### src/cfg_window_consts.svh
// offsets, field positions, reset values and masks of the window and error capability block
`ifndef CFG_WINDOW_CONSTS_SVH
`define CFG_WINDOW_CONSTS_SVH

// ----------------------------------------------------------------
// register byte offsets
// ----------------------------------------------------------------
`define OFS_WINDOW_POINTER 12'h0F8
`define OFS_WINDOW_DATA 12'h0FC
`define OFS_ERROR_CAP_HEADER 12'h100
`define OFS_UNCORRECTABLE_STATUS 12'h104

// ----------------------------------------------------------------
// window pointer fields
// ----------------------------------------------------------------
`define PTR_REG_LSB 2
`define PTR_REG_MSB 7
`define PTR_EXTENDED_REGISTER_NUMBER_FIELD_LSB 8
`define PTR_EXTENDED_REGISTER_NUMBER_FIELD_MSB 11
`define PTR_RESET 10'h000

// ----------------------------------------------------------------
// capability header fields
// ----------------------------------------------------------------
`define CAP_ID_VALUE 16'h0001
`define CAP_VERSION_VALUE 4'h1
`define CAP_NEXT_PTR_RESET 12'h180
`define CAP_NEXT_PTR_LSB 20

// ----------------------------------------------------------------
// uncorrectable status bit positions
// ----------------------------------------------------------------
`define ST_OBSOLETE 0
`define ST_LINK_PROTOCOL 4
`define ST_SURPRISE_DOWN 5
`define ST_POISONED 12
`define ST_FLOW_CONTROL 13
`define ST_COMPLETION_TIMEOUT 14
`define ST_COMPLETER_ABORT 15
`define ST_UNEXPECTED_COMPLETION 16
`define ST_RECEIVER_OVERFLOW 17
`define ST_MALFORMED 18
`define ST_END_TO_END_CRC 19
`define ST_UNSUPPORTED_REQUEST 20
`define ST_IMPLEMENTED_MASK 32'h001F3031
`define ST_RESET 32'h00000000

`endif

### src/cfg_window_pkg.sv
// types of the window and error capability block
package cfg_window_pkg;

    // ----------------------------------------------------------------
    // request sequencing
    // ----------------------------------------------------------------
    typedef enum logic [1:0] {
        st_idle,
        st_remote
    } seq_e;

    typedef enum logic [2:0] {
        tgt_none,
        tgt_pointer,
        tgt_window,
        tgt_cap,
        tgt_status,
        tgt_remote
    } target_e;

    // ----------------------------------------------------------------
    // module state
    // ----------------------------------------------------------------
    typedef struct packed {
        seq_e state;
        logic ack;
        logic [31:0] rdata;
        logic [9:0] pointer;
        logic fwd_req;
        logic fwd_write;
        logic [11:0] fwd_addr;
        logic [3:0] fwd_be;
        logic [31:0] fwd_wdata;
    } window_s;

    typedef struct packed {
        logic [11:0] next_ptr;
    } cap_s;

    typedef struct packed {
        logic [31:0] status;
    } status_s;

endpackage : cfg_window_pkg

### src/error_cap_header.sv
// capability header with lockable next pointer
`timescale 1ns/10ps
`include "cfg_window_consts.svh"

module error_cap_header (
    input wire logic clock,
    input wire logic reset,
    input wire logic hot_reset,
    input wire logic lock,
    input wire logic wr_en,
    input wire logic [3:0] wr_be,
    input wire logic [31:0] wr_data,
    output logic [31:0] header
);

    cfg_window_pkg::cap_s q;
    cfg_window_pkg::cap_s d;

    // ----------------------------------------------------------------
    // next pointer update
    // ----------------------------------------------------------------
    always_comb begin
        d = q;
        if (hot_reset) begin
            d.next_ptr = `CAP_NEXT_PTR_RESET;
        end else if (wr_en && !lock) begin
            if (wr_be[2]) begin
                d.next_ptr[3:0] = wr_data[23:20];
            end
            if (wr_be[3]) begin
                d.next_ptr[11:4] = wr_data[31:24];
            end
        end
    end

    always_ff @(posedge clock or posedge reset) begin
        if (reset) begin
            q <= '{next_ptr: `CAP_NEXT_PTR_RESET};
        end else begin
            q <= d;
        end
    end

    assign header = {q.next_ptr, `CAP_VERSION_VALUE, `CAP_ID_VALUE};

endmodule : error_cap_header

### src/error_status_bank.sv
// sticky write-one-to-clear uncorrectable error status bits
`timescale 1ns/10ps
`include "cfg_window_consts.svh"

module error_status_bank (
    input wire logic clock,
    input wire logic reset,
    input wire logic [31:0] events,
    input wire logic surprise_down_capable,
    input wire logic clr_en,
    input wire logic [3:0] clr_be,
    input wire logic [31:0] clr_data,
    output logic [31:0] status
);

    cfg_window_pkg::status_s q;
    cfg_window_pkg::status_s d;
    logic [31:0] avail;
    logic [31:0] clr_bits;
    logic [31:0] nxt;

    // ----------------------------------------------------------------
    // per bit set and clear
    // ----------------------------------------------------------------
    always_comb begin
        avail = `ST_IMPLEMENTED_MASK;
        avail[`ST_SURPRISE_DOWN] = surprise_down_capable;
        clr_bits = '0;
        for (int b = 0; b < 4; b++) begin
            if (clr_en && clr_be[b]) begin
                clr_bits[b*8 +: 8] = clr_data[b*8 +: 8];
            end
        end
    end

    for (genvar i = 0; i < 32; i++) begin : g_bit
        // set wins over a clear in the same cycle
        assign nxt[i] = avail[i] & (events[i] | (q.status[i] & ~clr_bits[i]));
    end

    assign d.status = nxt;

    always_ff @(posedge clock or posedge reset) begin
        if (reset) begin
            q <= '{status: `ST_RESET};
        end else begin
            q <= d;
        end
    end

    assign status = q.status;

endmodule : error_status_bank

### src/cfg_window_aer.sv
// configuration data window and error reporting capability of one switch port
// Overview of operation
// window read returns the register selected by the window pointer.
// window write stores data into the register selected by the window pointer.
// byte enables of a window access pass unchanged to the target register.
// pointer at the data window itself: reads give zero, writes dropped.
// pointer at itself: window writes update the window pointer.
// side port window accesses read zero and never write anything.
// header bits 15:0 read 0x1; bits 31:20 lockable pointer, reset 0x180.
// header bits 19:16 read capability version 1.
// bit 4 sets on link protocol error; sticky, write one clears.
// bit 5 surprise down is sticky, cleared by one, zero when not capable.
// bit 12 sets on a poisoned packet.
// bit 13 sets on a flow control protocol error.
// bit 14 completion timeout reads fixed zero.
// bit 15 completer abort reads fixed zero.
// bit 16 sets on an unexpected completion.
// bit 17 sets on a receiver overflow.
// bit 18 sets on a malformed packet.
// bit 19 sets on an end-to-end crc error.
// bit 20 sets on an unsupported request.
// bit 0 obsolete sticky clear-only; bits 3:1, 11:6, 31:21 read zero.
// pointer selects register number in bits 7:2, extension in 11:8.
// sticky bits survive hot and link-down resets, only full reset clears.
`timescale 1ns/10ps
`include "cfg_window_consts.svh"

module cfg_window_aer (
    input wire logic clock,
    input wire logic reset,
    input wire logic hot_reset,
    input wire logic cfg_req,
    input wire logic cfg_write,
    input wire logic cfg_smbus,
    input wire logic [11:0] cfg_addr,
    input wire logic [3:0] cfg_be,
    input wire logic [31:0] cfg_wdata,
    output logic cfg_ack,
    output logic [31:0] cfg_rdata,
    output logic fwd_req,
    output logic fwd_write,
    output logic [11:0] fwd_addr,
    output logic [3:0] fwd_be,
    output logic [31:0] fwd_wdata,
    input wire logic fwd_ack,
    input wire logic [31:0] fwd_rdata,
    input wire logic next_ptr_lock,
    input wire logic surprise_down_capable,
    input wire logic link_protocol_error_flag,
    input wire logic surprise_down_flag,
    input wire logic poisoned_packet_flag,
    input wire logic flow_control_error_flag,
    input wire logic unexpected_completion_flag,
    input wire logic receiver_overflow_flag,
    input wire logic malformed_packet_flag,
    input wire logic end_to_end_crc_flag,
    input wire logic unsupported_request_flag,
    output logic [31:0] uncorrectable_status_reg
);

    // ----------------------------------------------------------------
    // helpers
    // ----------------------------------------------------------------
    function automatic logic [31:0] merge_bytes(input logic [31:0] old_v,
                                                input logic [31:0] new_v,
                                                input logic [3:0] be);
        logic [31:0] r;
        r = old_v;
        for (int b = 0; b < 4; b++) begin
            if (be[b]) begin
                r[b*8 +: 8] = new_v[b*8 +: 8];
            end
        end
        return r;
    endfunction : merge_bytes

    function automatic cfg_window_pkg::target_e decode(input logic [11:0] addr,
                                                       input logic via_window);
        cfg_window_pkg::target_e t;
        case ({addr[11:2], 2'b00})
            `OFS_WINDOW_POINTER: t = cfg_window_pkg::tgt_pointer;
            `OFS_WINDOW_DATA: t = cfg_window_pkg::tgt_window;
            `OFS_ERROR_CAP_HEADER: t = cfg_window_pkg::tgt_cap;
            `OFS_UNCORRECTABLE_STATUS: t = cfg_window_pkg::tgt_status;
            default: t = via_window ? cfg_window_pkg::tgt_remote : cfg_window_pkg::tgt_none;
        endcase
        return t;
    endfunction : decode

    // ----------------------------------------------------------------
    // state and wiring
    // ----------------------------------------------------------------
    cfg_window_pkg::window_s q;
    cfg_window_pkg::window_s d;
    cfg_window_pkg::target_e direct_tgt;
    cfg_window_pkg::target_e window_tgt;
    cfg_window_pkg::target_e eff_tgt;
    logic [11:0] window_addr;
    logic use_window;
    logic take;
    logic cap_wr;
    logic status_clr;
    logic [31:0] pointer_word;
    logic [31:0] pointer_merged;
    logic [31:0] cap_word;
    logic [31:0] status_word;
    logic [31:0] events;

    assign window_addr = {q.pointer, 2'b00};
    assign pointer_word = {20'h00000, q.pointer, 2'b00};
    assign pointer_merged = merge_bytes(pointer_word, cfg_wdata, cfg_be);
    assign take = cfg_req && (q.state == cfg_window_pkg::st_idle);

    // ----------------------------------------------------------------
    // error events onto status bit positions
    // ----------------------------------------------------------------
    always_comb begin
        events = '0;
        events[`ST_LINK_PROTOCOL] = link_protocol_error_flag;
        events[`ST_SURPRISE_DOWN] = surprise_down_flag;
        events[`ST_POISONED] = poisoned_packet_flag;
        events[`ST_FLOW_CONTROL] = flow_control_error_flag;
        events[`ST_UNEXPECTED_COMPLETION] = unexpected_completion_flag;
        events[`ST_RECEIVER_OVERFLOW] = receiver_overflow_flag;
        events[`ST_MALFORMED] = malformed_packet_flag;
        events[`ST_END_TO_END_CRC] = end_to_end_crc_flag;
        events[`ST_UNSUPPORTED_REQUEST] = unsupported_request_flag;
    end

    // ----------------------------------------------------------------
    // target resolution
    // ----------------------------------------------------------------
    always_comb begin
        direct_tgt = decode(cfg_addr, 1'b0);
        window_tgt = decode(window_addr, 1'b1);
        use_window = (direct_tgt == cfg_window_pkg::tgt_window);
        if (!use_window) begin
            eff_tgt = direct_tgt;
        end else if (cfg_smbus) begin
            eff_tgt = cfg_window_pkg::tgt_none;
        end else if (window_tgt == cfg_window_pkg::tgt_window) begin
            eff_tgt = cfg_window_pkg::tgt_none;
        end else begin
            eff_tgt = window_tgt;
        end
    end

    // ----------------------------------------------------------------
    // request sequencing
    // ----------------------------------------------------------------
    always_comb begin
        d = q;
        d.ack = 1'b0;
        d.fwd_req = 1'b0;
        cap_wr = 1'b0;
        status_clr = 1'b0;
        case (q.state)
            cfg_window_pkg::st_idle: begin
                if (take) begin
                    d.ack = 1'b1;
                    d.rdata = 32'h00000000;
                    case (eff_tgt)
                        cfg_window_pkg::tgt_pointer: begin
                            d.rdata = pointer_word;
                            if (cfg_write) begin
                                d.pointer = pointer_merged[11:2];
                            end
                        end
                        cfg_window_pkg::tgt_cap: begin
                            d.rdata = cap_word;
                            cap_wr = cfg_write;
                        end
                        cfg_window_pkg::tgt_status: begin
                            d.rdata = status_word;
                            status_clr = cfg_write;
                        end
                        cfg_window_pkg::tgt_remote: begin
                            d.ack = 1'b0;
                            d.state = cfg_window_pkg::st_remote;
                            d.fwd_req = 1'b1;
                            d.fwd_write = cfg_write;
                            d.fwd_addr = window_addr;
                            d.fwd_be = cfg_be;
                            d.fwd_wdata = cfg_wdata;
                        end
                        default: begin
                            d.rdata = 32'h00000000;
                        end
                    endcase
                    if (cfg_write) begin
                        d.rdata = 32'h00000000;
                    end
                end
            end
            cfg_window_pkg::st_remote: begin
                if (fwd_ack) begin
                    d.ack = 1'b1;
                    d.rdata = q.fwd_write ? 32'h00000000 : fwd_rdata;
                    d.state = cfg_window_pkg::st_idle;
                end
            end
            default: begin
                d.state = cfg_window_pkg::st_idle;
            end
        endcase
        if (hot_reset) begin
            d.pointer = `PTR_RESET;
        end
    end

    always_ff @(posedge clock or posedge reset) begin
        if (reset) begin
            q <= '{state: cfg_window_pkg::st_idle, ack: 1'b0, rdata: 32'h00000000,
                   pointer: `PTR_RESET, fwd_req: 1'b0, fwd_write: 1'b0,
                   fwd_addr: 12'h000, fwd_be: 4'h0, fwd_wdata: 32'h00000000};
        end else begin
            q <= d;
        end
    end

    // ----------------------------------------------------------------
    // capability header and status bank
    // ----------------------------------------------------------------
    error_cap_header u_cap (
        .clock(clock),
        .reset(reset),
        .hot_reset(hot_reset),
        .lock(next_ptr_lock),
        .wr_en(cap_wr),
        .wr_be(cfg_be),
        .wr_data(cfg_wdata),
        .header(cap_word)
    );

    error_status_bank u_status (
        .clock(clock),
        .reset(reset),
        .events(events),
        .surprise_down_capable(surprise_down_capable),
        .clr_en(status_clr),
        .clr_be(cfg_be),
        .clr_data(cfg_wdata),
        .status(status_word)
    );

    // ----------------------------------------------------------------
    // outputs
    // ----------------------------------------------------------------
    assign cfg_ack = q.ack;
    assign cfg_rdata = q.rdata;
    assign fwd_req = q.fwd_req;
    assign fwd_write = q.fwd_write;
    assign fwd_addr = q.fwd_addr;
    assign fwd_be = q.fwd_be;
    assign fwd_wdata = q.fwd_wdata;
    assign uncorrectable_status_reg = status_word;

endmodule : cfg_window_aer

### config.mk
export PLATFORM = sky130hd
export DESIGN_NAME = cfg_window_aer
export DESIGN_NICKNAME = d
export VERILOG_FILES = /design/src/cfg_window_pkg.sv /design/src/error_cap_header.sv /design/src/error_status_bank.sv /design/src/cfg_window_aer.sv
export VERILOG_INCLUDE_DIRS = /design/src
export SDC_FILE = /design/constraint.sdc
export NUM_CORES = 1
export LEC_CHECK = 0
export BUFFER_PORTS_ARGS = -buffer_cell sky130_fd_sc_hd__clkbuf_2
export CAP_MARGIN = 30
export CORE_ASPECT_RATIO = 1.1
export CORE_MARGIN = 2
export CORE_UTILIZATION = 40
export CTS_BUF_LIST = sky130_fd_sc_hd__clkbuf_8
export DETAILED_ROUTE_END_ITERATION = 6
export PLACE_DENSITY = 0.69
export SETUP_SLACK_MARGIN = 0.2
export SLEW_MARGIN = 10
export SYNTH_ARGS = -nofsm -noshare
export SYNTH_HDL_FRONTEND = slang
export SYNTH_SLANG_ARGS = --single-unit
### constraint.sdc
create_clock -name clock -period 3.4 [get_ports clock]
set_input_delay 0.68 -clock clock [delete_from_list [all_inputs] [get_ports clock]]
set_output_delay 0.68 -clock clock [all_outputs]
set_load 0.02 [all_outputs]
==> results.sh, run 1 <==
export IMPL_setup_violations=0
export IMPL_synth_ff_latch_count=114
export IMPL_die_area_mm2=0.0155
export IMPL_slew_headroom=0.359
export IMPL_wl_per_cell_um=17.2
export IMPL_die_w_um=119
export IMPL_layout_min_cycle_time_ps=2780
export IMPL_drv_slew=0
export IMPL_critical_path_class="reg2reg"
export IMPL_synth_cell_types=53
export IMPL_synthFlopType="dfrtp_1"
export IMPL_cts_resized=0
export IMPL_max_slew_worst_pin_slew_ps=960
export IMPL_syn_inst=508
export IMPL_grt_pass1_vias=4232
export IMPL_grt_pass1_wl_mm=22.5
export IMPL_final_setup_tns_ps=0
export IMPL_power_mw=2.78
export IMPL_start_util=0.405
export IMPL_peakVddDrop_mv=0.245
export IMPL_dr_pass1_iters=7
export IMPL_drive_above_1_share=0.447
export IMPL_fp_row_count=46
export IMPL_intPower_mw=2.12
export IMPL_hold_violations=0
export IMPL_grt_max_degree=65
export IMPL_skew_ps=12.3
export IMPL_seqPwrFrac=0.490
export IMPL_dp_hpwl_mm=10.5
export IMPL_comb_power_share=0.065
export IMPL_ys_top_cells_by_area="dfrtp_1 (48%), buf_4 (14%), mux2_2 (5.4%)"
export IMPL_cpLargestDelayFamily="simple AND/OR/NAND/NOR gates"
export IMPL_dr_first_iter_drc_count=183
export IMPL_clk_latency_ps=440
export IMPL_finalNonFillerCells=828
export IMPL_cts_htree_levels=4
export IMPL_core_area_mm2=0.0143
export IMPL_vias_per_cell=5.01
export IMPL_cts_tree="built"
export IMPL_grt_use_total=0.190
export IMPL_startpoint_type="flip-flop"
export IMPL_clkPwrFrac=0.444
export IMPL_cp_num_buf_inv=1
export IMPL_clk_pin_slew_worst_paths_ps=70
export IMPL_netlist_area_leader_share=0.482
export IMPL_die_h_um=130
export IMPL_cts_sinks=114
export IMPL_port_buffers=186
export IMPL_hold_slack_ps=316
export IMPL_numPlacedInstances=796
export IMPL_post_cts_setup_buffer_count=0
export IMPL_overflow=0
export IMPL_postCtsHoldBufs=0
export IMPL_hp_class="in2async"
export IMPL_regToRegSetupSlack_ps=620
export IMPL_yosysMostFrequentCell="dfrtp_1"
export IMPL_synth_warnings=0
export IMPL_via_count=4152
export IMPL_worstPathMaxFanout=27
export IMPL_num_antenna_cells=0
export IMPL_syn_area_mm2=0.00581
export IMPL_p_leak_nw=3.68
export IMPL_gp_congestion=0.811
export IMPL_crit_path_top_delay_cell="or4_4"
export IMPL_switchingPower_uw=666
export IMPL_power_density_mw_per_mm2=419
export IMPL_yosys_area_top_type="dfrtp_1"
export IMPL_wirelength_mm=14.2
export IMPL_arrival_ps=3100
export IMPL_clk_path_buf_depth=2
export IMPL_endpoint_kind="flip-flop"
export IMPL_seq_area_frac_synth=0.491
export IMPL_nets=721
export IMPL_status="complete, no violations"
export IMPL_area_delta_synth_final_pct=14.3
export IMPL_fmax_mhz=360
export IMPL_drc=0
export IMPL_ios=213
export IMPL_syn_area_per_cell_um2=11.4
export IMPL_swShare=0.239
export IMPL_cp_required_ps=3720
export IMPL_cts_root_buffer="clkbuf_8"
export IMPL_ys_top_cells_by_count="dfrtp_1 (112), buf_4 (105), nand2_1 (39), mux2_2 (28), nor2_1 (19)"
export IMPL_max_stage_delay_ps=560
export IMPL_synth_edf_count=0
export IMPL_antenna_found_initial=0
export IMPL_async_flop_share=1.00
export IMPL_cts_inserted_buffers=17
export IMPL_crit_chain="or4_4 > nor4b_1 > o211ai_1 > and2_1 > nand3_4 > buf_4 > mux2_2"
export IMPL_fin_crit_sh=0.817
export IMPL_rsz0062_at_grt="no"
export IMPL_postRouteAntennaNets=0
export IMPL_cap_violations=0
-- worst reg2reg max path, stage by stage, from the launching register on --
cell	delay, ps
dfrtp_1	430
or4_4	570
nor4b_1	320
o211ai_1	210
and2_1	270
nand3_4	100
buf_4	370
mux2_2	410
-- worst paths after layout --
check                                                 to  cells after the start                        start
hold / removal                  cfg_rdata[4]$_DFFE_PP0P_                      3                        reset
min in group clock         u_status.status[20]$_DFF_PP0_                      2     unsupported_request_flag
setup / recovery                fwd_wdata[7]$_DFFE_PP0P_                      7  pointer_word[7]$_DFFE_PP0P_
setup reg to reg                fwd_wdata[7]$_DFFE_PP0P_                      7  pointer_word[7]$_DFFE_PP0P_
max in group asynchronous      cfg_rdata[14]$_DFFE_PP0P_                      3                        reset
hold reg to reg                cfg_rdata[20]$_DFFE_PP0P_                      2       u_cap.q[0]$_DFFE_PP0P_
-- power by group through the flow --
stage,sequential (mW),combinational [mW],clock [mW]
4_1_cts,1.36,0.183,1.27
3_5_place_dp,1.39,0.182,0
5_1_grt,1.36,0.201,1.33
2_1_floorplan,1.39,0.107,0
3_3_place_gp,1.39,0.178,0
6_report,1.36,0.182,1.24
-- cell families (layout without fill, tap and decap cells) --
kind of cell / Yosys count / count (layout) / share of synthesized area
AO/OA/AOI/OAI: 81 / 81 / 0.106
buffers and inverters: 129 / 234 / 0.163
flip-flops: 114 / 114 / 0.491
multiplexers: 63 / 63 / 0.125
other: 1 / 24 / 0.000646
AND/OR/NAND/NOR: 120 / 120 / 0.113
-- sequential cells by signal, summed over array words and instances (netlist names) --
signal           count
fwd_wdata           32
fwd_be               4
fwd_req              1
cfg_ack              1
fwd_write            1
u_cap.q             12
fwd_addr            10
cfg_rdata           32
u_status.status     10
q                    1
pointer_word        10
-- final cells by class --
cell class / count / area, um2
inverters: 5 / 22.5
fillers: 1356 / 7690
flip-flops and latches: 114 / 2860
well taps: 192 / 240
clock inverters: 12 / 114
multi-input cells: 288 / 2100
repair buffers: 197 / 1030
clock buffers: 20 / 275
-- per-layer routing --
| metal | up-vias | routed length, um | global-route usage | part of all wire |
|---|---|---|---|---|
| met5 | - | 0 | 0 | 0 |
| met4 | 0 | 220 | 0.0728 | 0.015 |
| met3 | 12 | 1010 | 0.0595 | 0.071 |
| met2 | 180 | 6930 | 0.310 | 0.49 |
| met1 | 2062 | 6080 | 0.240 | 0.43 |
| li1 | 1898 | - | - | - |
-- placed cells by master (no fill, tap or decap), types with 2 or more instances in the layout --
cell type,Yosys,layout
a211o_1,2,2
a21o_1,15,15
a21oi_1,11,10
a22o_1,16,16
a22oi_1,11,11
a31o_2,5,5
a31oi_1,5,5
and3_1,8,8
buf_4,105,10
bufinv_16,0,2
clkbuf_2,0,186
clkbuf_8,0,20
clkinv_2,0,7
clkinvlp_4,0,3
conb_1,1,24
dfrtp_1,112,112
dfstp_2,2,2
inv_1,5,5
mux2_1,9,9
mux2_2,28,28
mux2_4,10,10
mux2i_1,16,16
nand2_1,39,39
nand2b_1,7,7
nand3_1,5,5
nand3_4,2,2
nand3b_1,3,3
nand4_1,15,15
nor2_1,19,18
nor2b_1,2,2
nor3_1,2,2
nor3b_1,3,3
nor4b_1,2,2
o21ai_0,5,5
o22a_1,2,2
or3_1,6,6
-- stage by stage --
stage	worst slack (ps)	utilization	area, um2
2_1_floorplan	830	-	5900
3_3_place_gp	438	0.436	6250
3_5_place_dp	393	0.436	6250
4_1_cts	622	0.463	6640
5_1_grt	400	0.463	6640
6_report	622	0.463	6640
Note: power is estimated with default switching activity, not from simulation.
==> run 2: changes to the inputs <==
--- a/config.mk
+++ b/config.mk
@@ -13,7 +13,7 @@
 export CORE_UTILIZATION = 40
 export CTS_BUF_LIST = sky130_fd_sc_hd__clkbuf_8
 export DETAILED_ROUTE_END_ITERATION = 6
-export PLACE_DENSITY = 0.69
+export PLACE_DENSITY = 0.67
 export SETUP_SLACK_MARGIN = 0.2
 export SLEW_MARGIN = 10
 export SYNTH_ARGS = -nofsm -noshare
==> constraint.sdc (replaced) <==
create_clock -name clock -period 2.6 [get_ports clock]
set_input_delay 0.52 -clock clock [delete_from_list [all_inputs] [get_ports clock]]
set_output_delay 0.52 -clock clock [all_outputs]
set_load 0.02 [all_outputs]
==> run 2 against run 1 <==
Clock power rose by 23%. Clock skew is 4.3 ps lower. First-iteration DRC count grew 6.6%. Hold slack got worse by 86 ps. Global-route usage grew 0.58 points. Sequential share of layout area shrank 2.0 points. Via count rose by 2.0%. Setup slack worse by 490 ps. Core utilization is 2.3 points higher. Wire length up 7.2%. Critical endpoint is now cfg_rdata[9]$_DFFE_PP0P_. Highest routed layer unchanged.
==> results.sh, run 2 (synthesis gave the netlist of run 1 again) <==
export IMPL_nets=740
export IMPL_clk_pin_slew_worst_paths_ps=60
export IMPL_status="complete, no violations"
export IMPL_final_setup_tns_ps=0
export IMPL_cp_startpoint="pointer_word[7]$_DFFE_PP0P_"
export IMPL_cts_root_buffer="clkbuf_8"
export IMPL_postCtsHoldBufs=0
export IMPL_overflow=0
export IMPL_fmax_mhz=405
export IMPL_drv_slew=0
export IMPL_hp_class="in2async"
export IMPL_cts_sinks=114
export IMPL_cts_htree_levels=4
export IMPL_cts_tree="built"
export IMPL_dr_first_iter_drc_count=195
export IMPL_peakVddDrop_mv=0.319
export IMPL_postPlaceCellArea_mm2=0.00639
export IMPL_startpoint_type="flip-flop"
export IMPL_core_area_mm2=0.0143
export IMPL_setup_violations=0
export IMPL_dr_pass1_iters=4
export IMPL_arrival_ps=2790
export IMPL_cp_required_ps=2910
export IMPL_gp_congestion=0.935
export IMPL_fp_row_count=46
export IMPL_multi_input_area_mm2=0.00224
export IMPL_worstPathMaxFanout=8
export IMPL_grt_pass1_wl_mm=23.1
export IMPL_clk_latency_ps=420
export IMPL_port_buffers=186
export IMPL_max_slew_worst_pin_slew_ps=815
export IMPL_critical_path_class="reg2reg"
export IMPL_fillers=1348
export IMPL_dp_hpwl_mm=11.5
export IMPL_endpoint_kind="flip-flop"
export IMPL_die_area_mm2=0.0155
export IMPL_cts_inserted_buffers=17
export IMPL_layout_commonest_cell="clkbuf_2"
export IMPL_grt_max_degree=46
export IMPL_vias_per_cell=5.00
export IMPL_register_area_mm2=0.00286
export IMPL_r2r_start="pointer_word[7]$_DFFE_PP0P_"
export IMPL_num_antenna_cells=0
export IMPL_cap_violations=0
export IMPL_die_w_um=119
export IMPL_p_leak_nw=3.85
export IMPL_clk_path_buf_depth=2
export IMPL_hold_violations=0
export IMPL_grt_use_total=0.196
export IMPL_layout_min_cycle_time_ps=2470
export IMPL_die_h_um=130
export IMPL_power_density_mw_per_mm2=512
export IMPL_postRouteAntennaNets=0
export IMPL_skew_ps=8.03
export IMPL_slew_headroom=0.456
export IMPL_via_count=4234
export IMPL_final_cell_mix="clkbuf_2 (186), dfrtp_1 (112), mux2_2 (28), nand2_1 (26), conb_1 (24)"
export IMPL_drive_above_1_share=0.494
export IMPL_drc=0
export IMPL_rsz0062_at_grt="yes"
export IMPL_fin_crit_sh=0.951
export IMPL_area_delta_synth_final_pct=19.9
export IMPL_antenna_found_initial=0
export IMPL_wirelength_mm=15.3
export IMPL_ios=213
export IMPL_start_util=0.405
export IMPL_stdcell_area_mm2=0.00697
export IMPL_grt_pass1_vias=4338
export IMPL_hold_slack_ps=229
export IMPL_wl_per_cell_um=18.0
## run 2: per-stage QoR
step	power, mW	utilization	cells	setup slack, ps
global placement	2.06	0.446	810	41.2
finish	3.57	0.486	846	129
floorplan	1.96	-	531	194
CTS	3.62	0.477	844	171
detailed placement	2.07	0.446	810	-58.5
global route	3.73	0.486	846	86.7
## run 2: critical path, stage by stage (launching register included)
cell     delay (ps)
dfrtp_1         380
or4_4           570
or4b_4          530
o31ai_4         230
buf_6           180
a21oi_2          60
and3_4          230
a21o_1          180
## run 2: timing repair
item	in CTS	in global routing
resized for setup	14	27
gates cloned	1	2
pin swaps	4	15
setup buffers	2	0
hold endpoints to repair	0	0
endpoints found under the setup margin	68	99
## run 2: layer usage
layer	vias to the layer above	share of wire	global-route usage
met5	-	0	0
met4	0	0.018	0.0700
met3	16	0.061	0.0564
met2	156	0.49	0.323
met1	2122	0.43	0.249
li1	1940	-	-
## run 2: where the power goes
| group | switching, mW | leakage (nW) | internal, mW | total [mW] |
|---|---|---|---|---|
| registers | 0.00392 | 1.54 | 1.78 | 1.78 |
| logic | 0.166 | 2.10 | 0.0846 | 0.250 |
| clock network | 0.664 | 0.212 | 0.868 | 1.53 |
## run 2: layout make-up
type	instances	share of cell area
clock inverters	12	0.0147
multi-input cells	289	0.322
inverters	5	0.00323
repair buffers	215	0.179
well taps	192	0.0345
flip-flops and latches	114	0.410
clock buffers	19	0.0375
## run 2: final timing paths
kind	to	slack [ps]	cells past startpoint
max in group asynchronous	fwd_wdata[2]$_DFFE_PP0P_	1690	3
worst min-delay path	pointer_word[10]$_DFFE_PP0P_	230	2
worst max-delay path	cfg_rdata[9]$_DFFE_PP0P_	130	7
min in group clock	u_status.status[17]$_DFF_PP0_	270	2
worst max register to register	cfg_rdata[9]$_DFFE_PP0P_	130	7
worst min register to register	cfg_rdata[20]$_DFFE_PP0P_	490	2
==> run 3: changes to the inputs <==
--- a/config.mk
+++ b/config.mk
@@ -13,7 +13,7 @@
 export CORE_UTILIZATION = 40
 export CTS_BUF_LIST = sky130_fd_sc_hd__clkbuf_8
 export DETAILED_ROUTE_END_ITERATION = 6
-export PLACE_DENSITY = 0.67
+export PLACE_DENSITY = 0.69
 export SETUP_SLACK_MARGIN = 0.2
 export SLEW_MARGIN = 10
 export SYNTH_ARGS = -nofsm -noshare
==> constraint.sdc (replaced) <==
create_clock -name clock -period 2.2 [get_ports clock]
set_input_delay 0.44 -clock clock [delete_from_list [all_inputs] [get_ports clock]]
set_output_delay 0.44 -clock clock [all_outputs]
set_load 0.02 [all_outputs]
==> run 3 against run 2 <==
The run now ends with setup timing left. Register-to-register slack got worse by 470 ps. Largest cell class unchanged. Clock power up 7%. Setup slack worse by 470 ps. Die area is the same. Count of clock-buffer cells in the layout fell by 2. Highest routed layer unchanged. Power grew 13%. Fmax fell by 2.9%. Critical path depth stayed put. Combinational power is 21% higher.
==> results.sh, run 3 (synthesis gave the netlist of run 1 again) <==
export IMPL_final_core_util=0.526
export IMPL_gp_congestion=0.811
export IMPL_die_w_um=119
export IMPL_ios=213
export IMPL_postRouteAntennaNets=0
export IMPL_cts_inserted_buffers=17
export IMPL_cp_startpoint="pointer_word[7]$_DFFE_PP0P_"
export IMPL_via_count=4404
export IMPL_die_h_um=130
export IMPL_fin_crit_sh=1.16
export IMPL_grt_pass1_vias=4612
export IMPL_clkPwrFrac=0.403
export IMPL_finalNonFillerCells=881
export IMPL_cpLargestDelayFamily="simple AND/OR/NAND/NOR gates"
export IMPL_dp_hpwl_mm=11.2
export IMPL_rsz0062_at_grt="yes"
export IMPL_critical_path_class="reg2reg"
export IMPL_startpoint_type="flip-flop"
export IMPL_dr_pass1_iters=4
export IMPL_p_leak_nw=4.21
export IMPL_hp_class="in2async"
export IMPL_port_buffers=186
export IMPL_final_cell_mix="clkbuf_2 (186), dfrtp_1 (112), mux2_4 (47), buf_4 (35), nand2_1 (27)"
export IMPL_drive_above_1_share=0.530
export IMPL_place_ws_ps=-358
export IMPL_overflow=0
export IMPL_fillers=1316
export IMPL_violations="setup timing"
export IMPL_cap_violations=0
export IMPL_fin_ws_ps=-346
export IMPL_cts_root_buffer="clkbuf_8"
export IMPL_swShare=0.245
export IMPL_worstPathMaxFanout=4
export IMPL_wl_per_cell_um=17.9
export IMPL_cp_num_buf_inv=1
export IMPL_numPlacedInstances=829
export IMPL_max_slew_worst_pin_slew_ps=529
export IMPL_power_density_mw_per_mm2=536
export IMPL_layout_commonest_cell="clkbuf_2"
export IMPL_status="finished, violations left"
export IMPL_grt_max_degree=56
export IMPL_final_setup_tns_ps=-28610
export IMPL_drc=0
export IMPL_cp_required_ps=2530
export IMPL_vias_per_cell=5.00
export IMPL_cts_htree_levels=4
export IMPL_arrival_ps=2880
export IMPL_die_area_mm2=0.0155
export IMPL_multi_input_area_mm2=0.00241
export IMPL_area_delta_synth_final_pct=29.8
export IMPL_grt_use_total=0.205
export IMPL_cts_sinks=114
export IMPL_num_antenna_cells=0
export IMPL_antenna_found_initial=0
export IMPL_endpoint_kind="flip-flop"
export IMPL_clk_latency_ps=420
export IMPL_peakVddDrop_mv=0.364
export IMPL_clk_pin_slew_worst_paths_ps=70
export IMPL_setup_violations=109
export IMPL_r2r_start="pointer_word[7]$_DFFE_PP0P_"
export IMPL_seqPwrFrac=0.522
export IMPL_cts_tree="built"
export IMPL_intPower_mw=3.05
export IMPL_wirelength_mm=15.8
export IMPL_slew_headroom=0.643
export IMPL_nets=776
export IMPL_crit_chain="or4_4 > or4b_4 > o31ai_4 > and3_4 > buf_6 > a21oi_2 > a31oi_1"
export IMPL_fp_row_count=46
export IMPL_crit_path_top_delay_cell="or4b_4"
export IMPL_register_area_mm2=0.00286
export IMPL_switchingPower_uw=991
export IMPL_fmax_mhz=393
export IMPL_dr_first_iter_drc_count=175
export IMPL_comb_power_share=0.075
export IMPL_clk_path_buf_depth=2
export IMPL_skew_ps=10.9
export IMPL_max_stage_delay_ps=560
export IMPL_core_area_mm2=0.0143
export IMPL_grt_pass1_wl_mm=24.5
export IMPL_start_util=0.405
export IMPL_hold_violations=0
export IMPL_drv_slew=0
export IMPL_layout_min_cycle_time_ps=2550
run 3: final timing paths:
check	end	slack, ps	cells past startpoint
max in group asynchronous	cfg_rdata[15]$_DFFE_PP0P_	1490	3
hold / removal	fwd_wdata[14]$_DFFE_PP0P_	50	2
setup reg to reg	cfg_rdata[0]$_DFFE_PP0P_	-350	7
min in group clock	u_status.status[18]$_DFF_PP0_	200	2
setup / recovery	cfg_rdata[0]$_DFFE_PP0P_	-350	7
hold reg to reg	cfg_rdata[22]$_DFFE_PP0P_	490	2
run 3: area by class of cell:
| type | instances | area share |
|---|---|---|
| flip-flops and latches | 114 | 0.379 |
| clock buffers | 17 | 0.0310 |
| well taps | 192 | 0.0319 |
| clock inverters | 13 | 0.0111 |
| multi-input cells | 289 | 0.319 |
| repair buffers | 251 | 0.225 |
| inverters | 5 | 0.00299 |
run 3: power by group through the flow:
stage / registers [mW] / logic (mW) / clock network, mW
4_1_cts: 2.11 / 0.303 / 1.68
5_1_grt: 2.11 / 0.332 / 1.80
6_report: 2.11 / 0.302 / 1.63
2_1_floorplan: 2.15 / 0.166 / 0
3_3_place_gp: 2.15 / 0.291 / 0
3_5_place_dp: 2.15 / 0.296 / 0
run 3: what timing repair did:
| item | CTS | global route |
|---|---|---|
| cloned | 6 | 2 |
| hold buffers | 0 | 0 |
| pin swaps | 25 | 13 |
| endpoints found under the setup margin | 111 | 111 |
| setup buffers | 10 | 4 |
| gates resized for setup | 66 | 8 |
run 3: metrics by stage:
stage	hold slack, ps	total power [mW]	cell area [um2]
2_1_floorplan	446	2.32	5990
3_3_place_gp	477	2.44	6620
3_5_place_dp	489	2.44	6620
4_1_cts	30.3	4.09	7420
5_1_grt	30.4	4.24	7540
6_report	47.0	4.04	7540
run 3: routing by layer:
| metal | global-route usage | vias to the layer above | wire (um) |
|---|---|---|---|
| li1 | - | 2018 | - |
| met1 | 0.247 | 2205 | 6590 |
| met2 | 0.346 | 160 | 7970 |
| met3 | 0.0634 | 21 | 855 |
| met4 | 0.0819 | 0 | 356 |
| met5 | 0 | - | 0 |
run 3: worst register-to-register path: cells and delay by family, from the launching register on:
family,cells,cell delay (ps)
simple gates,3,1410
flops,1,390
buf+inv,1,110
compound gates,3,540
